**src/verilog/xor_acc_pkg.sv**
```systemverilog
// constants for the accumulator/file exclusive-or datapath
`default_nettype none
package xor_acc_pkg;
	localparam int DATA_W = 8;
	localparam int ADDR_W = 12;
	localparam int OPCODE_W = 16;
	localparam int BANK_W = 4;
	// opcode layout: 0001 10da ffff ffff
	localparam int OPC_HI = 15;
	localparam int OPC_LO = 10;
	localparam logic [5:0] OPC_XOR_FILE = 6'h06;
	localparam int DEST_BIT = 9;
	localparam int ACCESS_BIT = 8;
	localparam int FIELD_HI = 7;
	localparam int FIELD_LO = 0;
	// f values up to this limit are indexed when a = 0 and extension is on
	localparam logic [7:0] INDEXED_LIMIT = 8'h5F;
	// access bank low half splits at the same point
	localparam logic [7:0] ACCESS_SPLIT = 8'h5F;
	localparam logic [3:0] ACCESS_HIGH_BANK = 4'hF;
	localparam logic [7:0] ACC_RESET = 8'h00;
	localparam logic [11:0] ADDR_RESET = 12'h000;
	typedef enum logic [2:0] {
		ST_IDLE = 3'b001,
		ST_READ = 3'b010,
		ST_WRITE = 3'b100
	} xor_state_t;
endpackage
`default_nettype wire

```
**src/verilog/xor_accumulator_with_file.sv**
```systemverilog
// exclusive-or of the accumulator with a data-memory register
`default_nettype none
// Operation
// RQ1: result is accumulator XOR addressed register
// RQ2: opcode carries 8-bit f, d, a
// RQ3: a=0 with extension uses indexed addressing
// RQ4: indexing only when f at most 95
// RQ5: d selects destination; N and Z updated
module xor_accumulator_with_file (
	input wire logic REF_CLK,
	input wire logic NRST,
	input wire logic EXEC,
	input wire logic [xor_acc_pkg::OPCODE_W-1:0] OPCODE,
	input wire logic XINST_EN,
	input wire logic [xor_acc_pkg::BANK_W-1:0] BANK_SELECT_REG,
	input wire logic [xor_acc_pkg::ADDR_W-1:0] INDEX_BASE,
	input wire logic ACC_LOAD,
	input wire logic [xor_acc_pkg::DATA_W-1:0] ACC_IN,
	input wire logic [xor_acc_pkg::DATA_W-1:0] MEM_RDATA,
	output logic [xor_acc_pkg::ADDR_W-1:0] MEM_ADDR,
	output logic MEM_RD,
	output logic MEM_WR,
	output logic [xor_acc_pkg::DATA_W-1:0] MEM_WDATA,
	output logic [xor_acc_pkg::DATA_W-1:0] ACC,
	output logic FLAG_N,
	output logic FLAG_Z,
	output logic BUSY,
	output logic DONE
);
	import xor_acc_pkg::*;

	// shared window test: indexed mode and access bank split alike
	function automatic logic in_low_window(
		input logic [7:0] value,
		input logic [7:0] limit
	);
		in_low_window = (value <= limit);
	endfunction

	// sequencer state
	xor_state_t state;
	xor_state_t next_state;

	// operands captured at accept and at the end of the read
	logic dest;
	logic [DATA_W-1:0] result;

	// phase strobes; each compares the whole one-hot state code
	wire logic in_idle = (state == ST_IDLE);
	wire logic in_read = (state == ST_READ);
	wire logic in_write = (state == ST_WRITE);

	// opcode field decode
	wire logic [7:0] field = OPCODE[FIELD_HI:FIELD_LO]; // [RQ2]
	wire logic dest_sel = OPCODE[DEST_BIT]; // [RQ2]
	wire logic access_sel = OPCODE[ACCESS_BIT]; // [RQ2]
	wire logic is_xor_op = (OPCODE[OPC_HI:OPC_LO] == OPC_XOR_FILE);

	// requests while busy are dropped silently, callers watch busy
	wire logic accept = EXEC && is_xor_op && in_idle;

	// window tests for the two low-address interpretations
	wire logic field_low_idx = in_low_window(field, INDEXED_LIMIT); // [RQ4]
	wire logic field_low_acc = in_low_window(field, ACCESS_SPLIT);

	// operand address resolution; indexed wins only in the low window
	wire logic use_indexed = !access_sel && XINST_EN // [RQ3]
		&& field_low_idx; // [RQ4]
	wire logic [ADDR_W-1:0] field_ext = {{(ADDR_W-8){1'b0}}, field};
	wire logic [ADDR_W-1:0] indexed_addr = INDEX_BASE + field_ext; // [RQ3]
	wire logic [ADDR_W-1:0] access_addr = field_low_acc ?
		field_ext : {ACCESS_HIGH_BANK, field};
	wire logic [ADDR_W-1:0] banked_addr = {BANK_SELECT_REG, field};
	wire logic [ADDR_W-1:0] direct_addr = access_sel ?
		banked_addr : access_addr;
	wire logic [ADDR_W-1:0] operand_addr = use_indexed ?
		indexed_addr : direct_addr; // [RQ3]

	// datapath: one gate per bit; memory data only counts in the
	// read cycle, so it is taken at that cycle's closing edge
	wire logic [DATA_W-1:0] xor_value;
	genvar b;
	generate
		for (b = 0; b < DATA_W; b++) begin : g_xor_bit
			assign xor_value[b] = ACC[b] ^ MEM_RDATA[b]; // [RQ1]
		end
	endgenerate

	// destination steering and flag values of the captured result
	wire logic write_acc = in_write && !dest; // [RQ5]
	wire logic write_file = in_write && dest; // [RQ5]
	wire logic result_neg = result[DATA_W-1]; // [RQ5]
	wire logic result_zero = (result == '0); // [RQ5]

	// a load in the write cycle is lost, even when the file is the destination
	wire logic acc_update = write_acc || (ACC_LOAD && !in_write);
	wire logic [DATA_W-1:0] next_acc = write_acc ? result : ACC_IN;

	// sequencer: idle, read register, write destination
	always_comb begin
		next_state = ST_IDLE;
		case (state)
			ST_IDLE: begin
				if (accept) begin
					next_state = ST_READ;
				end else begin
					next_state = ST_IDLE;
				end
			end
			ST_READ: begin
				next_state = ST_WRITE;
			end
			ST_WRITE: begin
				next_state = ST_IDLE;
			end
			default: begin
				next_state = ST_IDLE;
			end
		endcase
	end

	// state register
	always_ff @(posedge REF_CLK or negedge NRST) begin
		if (!NRST) begin
			state <= ST_IDLE;
		end else begin
			state <= next_state;
		end
	end

	// read strobe: one cycle, right after accept
	always_ff @(posedge REF_CLK or negedge NRST) begin
		if (!NRST) begin
			MEM_RD <= 1'b0;
		end else begin
			MEM_RD <= accept;
		end
	end

	// operand address held until the next accepted request
	always_ff @(posedge REF_CLK or negedge NRST) begin
		if (!NRST) begin
			MEM_ADDR <= ADDR_RESET;
		end else if (accept) begin
			MEM_ADDR <= operand_addr; // [RQ3] [RQ4]
		end
	end

	// destination choice latched together with the address
	always_ff @(posedge REF_CLK or negedge NRST) begin
		if (!NRST) begin
			dest <= 1'b0;
		end else if (accept) begin
			dest <= dest_sel; // [RQ5]
		end
	end

	// result capture at the end of the read cycle
	always_ff @(posedge REF_CLK or negedge NRST) begin
		if (!NRST) begin
			result <= ACC_RESET;
		end else if (in_read) begin
			result <= xor_value; // [RQ1]
		end
	end

	// accumulator: write-back or external load
	always_ff @(posedge REF_CLK or negedge NRST) begin
		if (!NRST) begin
			ACC <= ACC_RESET;
		end else if (acc_update) begin
			ACC <= next_acc; // [RQ5]
		end
	end

	// register write strobe, only when the file is the destination
	always_ff @(posedge REF_CLK or negedge NRST) begin
		if (!NRST) begin
			MEM_WR <= 1'b0;
		end else begin
			MEM_WR <= write_file; // [RQ5]
		end
	end

	// write data stays after the strobe for slow consumers
	always_ff @(posedge REF_CLK or negedge NRST) begin
		if (!NRST) begin
			MEM_WDATA <= ACC_RESET;
		end else if (in_write) begin
			MEM_WDATA <= result; // [RQ5]
		end
	end

	// negative flag follows every result, whatever its destination
	always_ff @(posedge REF_CLK or negedge NRST) begin
		if (!NRST) begin
			FLAG_N <= 1'b0;
		end else if (in_write) begin
			FLAG_N <= result_neg; // [RQ5]
		end
	end

	// zero flag follows every result, whatever its destination
	always_ff @(posedge REF_CLK or negedge NRST) begin
		if (!NRST) begin
			FLAG_Z <= 1'b0;
		end else if (in_write) begin
			FLAG_Z <= result_zero; // [RQ5]
		end
	end

	// completion pulse, in step with the destination update
	always_ff @(posedge REF_CLK or negedge NRST) begin
		if (!NRST) begin
			DONE <= 1'b0;
		end else begin
			DONE <= in_write;
		end
	end

	// busy covers every cycle a new request would be ignored
	always_ff @(posedge REF_CLK or negedge NRST) begin
		if (!NRST) begin
			BUSY <= 1'b0;
		end else begin
			BUSY <= accept || in_read;
		end
	end
endmodule
`default_nettype wire

```
**config.mk**
```make
export PLATFORM = sky130hd
export DESIGN_NAME = xor_accumulator_with_file
export DESIGN_NICKNAME = d
export VERILOG_FILES = /design/src/verilog/xor_acc_pkg.sv /design/src/verilog/xor_accumulator_with_file.sv
export SDC_FILE = /design/constraint.sdc
export NUM_CORES = 1
export LEC_CHECK = 0
export ABC_AREA = 1
export BUFFER_PORTS_ARGS = -buffer_cell sky130_fd_sc_hd__buf_2
export CAP_MARGIN = 10
export CORE_MARGIN = 1
export CORE_UTILIZATION = 54
export DETAILED_ROUTE_END_ITERATION = 6
export PLACE_DENSITY = 0.85
export SLEW_MARGIN = 20
export SYNTH_ARGS = -nofsm -noshare
export SYNTH_HDL_FRONTEND = slang
export SYNTH_SLANG_ARGS = --single-unit
```
**constraint.sdc**
```tcl
create_clock -name REF_CLK -period 2.3 [get_ports REF_CLK]
set_clock_uncertainty 0.1 [all_clocks]
set_input_delay 0.46 -clock REF_CLK [delete_from_list [all_inputs] [get_ports REF_CLK]]
set_output_delay 0.46 -clock REF_CLK [all_outputs]
set_load 0.01 [all_outputs]
```
==> results by group <==
Status
  – Status: completed

Critical path
  – Crit-path max cell delay: 0.41 ns
  – WS Path Type: in2reg
  – Crit. End Element: register
  – WP data required: 2.43 ns
  – Slowest CP cell: fa_1
  – Critical path arrival: 1.95 ns
  – Critical Path Fanout Max: 3
  – CP most frequent cell: nand3_1
  – Worst path cell trace: buf_2, ha_1, inv_1, fa_1, inv_1, nand3_1, nand3_1, nand2_1, nand3b_1, nand3_1, a21oi_1
  – Worst setup SP type: input port

Placed design
  – DP HPWL: 4540 µm
  – GPL Wtd Cong: 0.898
  – # port buffers: 86
  – Placed cells: 463

Job
  – Number of max-cap violations: 0

Layout
  – Fin cells: 471
  – Layout net count: 480
  – Layout overhead on the synthesized area: 24.4%
  – Fillcell total: 398
  – Multi-input logic area: 1230 µm²
  – # diodes: 0
  – Share of cells above drive strength 1: 26.3%
  – Commonest non-fill, non-tap cell in the layout: nand2_1
  – Core Util, Final: 70.9%
  – Storage cell area: 1100 µm²
  – Most frequent cells in the layout: 91 x nand2_1, 86 x buf_2, 43 x dfrtp_1

Synthesis
  – Synth unique cells: 33
  – Mapped Nets: 389
  – Gate Count Post-Synth: 327
  – Synth Area in XOR/XNOR: 3.83%
  – Ys flop type: dfrtp_1
  – Largest family of logic cells by synthesized area: simple AND/OR/NAND/NOR gates
  – Simple-gate share of the synthesized area: 29.0%
  – Mapped Area: 2520 µm²
  – Post-synthesis mux area share: 0%
  – YS warnings: 0
  – Sequential element share of the synthesized area: 43.8%
  – Synth Area in Compound Gates: 11.1%
  – Number of synthesized flops with an enable pin: 0
  – Post-synth ARST share: 100%
  – Syn_area_per_cell: 7.70 µm²
  – Seq cells post-synth: 44
  – Adder-Cell Fraction of Synth Area: 4.77%

Clock tree
  – Post-CTS Repair Setup Buffers: 0
  – H-tree depth: 2
  – Clk_lat worst skew: 0.30 ns
  – Clock-pin slew on the worst setup and hold paths: 0.09 ns
  – CTS root buf: clkbuf_8
  – Hold buffer count at cts: 0
  – Max Buffers Root-to-Sink: 2
  – Clock sink count: 44
  – CTS buffer count: 5
  – CTS tree: built
  – Cts repair resizes: 0

Route
  – Pre-Repair DR Iteration Count: 4
  – Met3 Routed Length: 397 µm
  – DRT Wirelength: 6040 µm
  – Vias/cell: 5.24
  – Top Metal Used: met4
  – Wirelength per Cell: 12.8 µm
  – Wl on met1: 2620 µm
  – Initial DRC Count: 141
  – Routed vias: 2468
  – Routed wl met2: 2890 µm
  – Residual DRC: 0
  – Post-route ant nets: 0

Power and ir drop
  – Clock Power Share: 33.6%
  – Switching Power: 531 µW
  – Pwr Density: 599 nW/µm²
  – Switch share: 28.3%
  – P_leak: 0.00176 µW
  – Comb power frac: 19.9%
  – Worst vdd ir: 0.331 mV
  – Seq pwr share: 46.4%
  – Pint: 1340 µW
  – Tot Pwr: 1880 µW

STA
  – Final worst path period need: 1.82 ns
  – Slew margin rel.: 66.4%
  – Final Slew Violations: 0
  – RSZ-0062 raised after global routing: false
  – Period utilisation layout: 79.0%
  – Final TNS setup: 0 ns
  – Final setup violation count: 0
  – Fmax: 550 MHz
  – Worst slew pin tran: 0.504 ns
  – Fin. Hold Viols: 0

Floorplan
  – FP Rows: 24
  – Die area: 4940 µm²
  – Core area: 4410 µm²
  – Initial Util: 57.0%
  – Die Ht: 70.3 µm
  – # IOs: 87
  – Die width: 70.3 µm

GRT
  – Grt total ovfl: 0
  – Largest net degree at the start of global routing: 24
  – Initial antenna violation count: 0
  – Vias in the first global route: 2221
  – Tot GR Track Use: 25.5%
  – Global-route wire length before repair: 9920 µm

Worst hold path
  – HP Class: in2async
## cell type report
class / count / area share [%]
inverter: 40 / 4.80
tap: 52 / 2.08
sequential: 44 / 35.2
timing repair buffer: 89 / 14.9
multi-input combinational: 238 / 39.2
clock buffer: 6 / 2.64
clock inverter: 2 / 1.24
## flip-flops by register name (all words and copies together), names as in the netlist
signal / flops
state: 3
DONE: 1
MEM_WR: 1
ACC: 8
FLAG_Z: 1
MEM_WDATA: 8
BUSY: 1
dest: 1
result: 8
MEM_ADDR: 12
## stage by stage
stage          setup WS, ns  hold WS (ns)  cell area [µm²]
6_report              0.483        0.0115             3130
4_1_cts               0.507        0.0231             3130
2_1_floorplan         0.475        0.0644             2520
3_3_place_gp          0.282         0.349             3010
3_5_place_dp          0.215         0.357             3010
5_1_grt               0.362        0.0530             3130
## cells in the mapped netlist, types with 2 or more instances
library cell / instances / area (µm²)
a21o_1: 2 / 15.0
a21oi_1: 21 / 105
a31oi_1: 8 / 50.1
buf_4: 2 / 15.0
dfrtp_1: 43 / 1080
ha_1: 8 / 100
inv_1: 36 / 135
inv_2: 3 / 11.3
nand2_1: 91 / 342
nand2_4: 2 / 22.5
nand3_1: 18 / 90.1
nand3b_1: 2 / 15.0
nand4_1: 6 / 37.5
nor2_1: 37 / 139
nor2_2: 2 / 12.5
nor3_1: 2 / 10.0
o21ai_0: 19 / 95.1
xor2_1: 10 / 87.6
## final timing paths
path | slack, ns | start | depth (start not counted) | endpoint
worst max-delay path | 0.48 | OPCODE[0] | 11 | MEM_ADDR[8]
worst min-delay path | 0.01 | NRST | 1 | MEM_WDATA[1]
worst max register to register | 0.61 | state[1] | 5 | ACC[2]
worst min register to register | 0.39 | MEM_WDATA[5] | 2 | MEM_WDATA[5]
max in group asynchronous | 1.58 | NRST | 2 | result[4]
min in group REF_CLK | 0.30 | OPCODE[9] | 3 | dest
## critical path, delay by kind of cell
family          cells  cell delay (ns)
buf+inv             3             0.26
simple gates        5             0.45
fa+ha+maj           2             0.62
compound gates      1             0.14
## kinds of logic (layout without fill, tap and decap cells)
family	after synthesis	after routing
flip-flops	44	44
buffers and inverters	45	137
XOR/XNOR	11	11
AND/OR/NAND/NOR	166	166
adder cells (fa/ha/maj)	9	9
AO/OA/AOI/OAI	52	52
## metal layers
layer / up-vias / track usage (%)
met5: - / 0
met4: 0 / 9.33
met3: 15 / 5.34
met2: 92 / 40.6
met1: 1126 / 34.3
li1: 1235 / -
## power by group through the flow
stage | combinational [µW] | clock, µW | sequential [µW]
after floorplan | 183 | 0 | 905
after global placement | 360 | 0 | 882
after detailed placement | 369 | 0 | 883
after CTS | 374 | 643 | 870
after global routing | 418 | 675 | 876
final | 374 | 631 | 871
(Power assumes the default switching activity.)
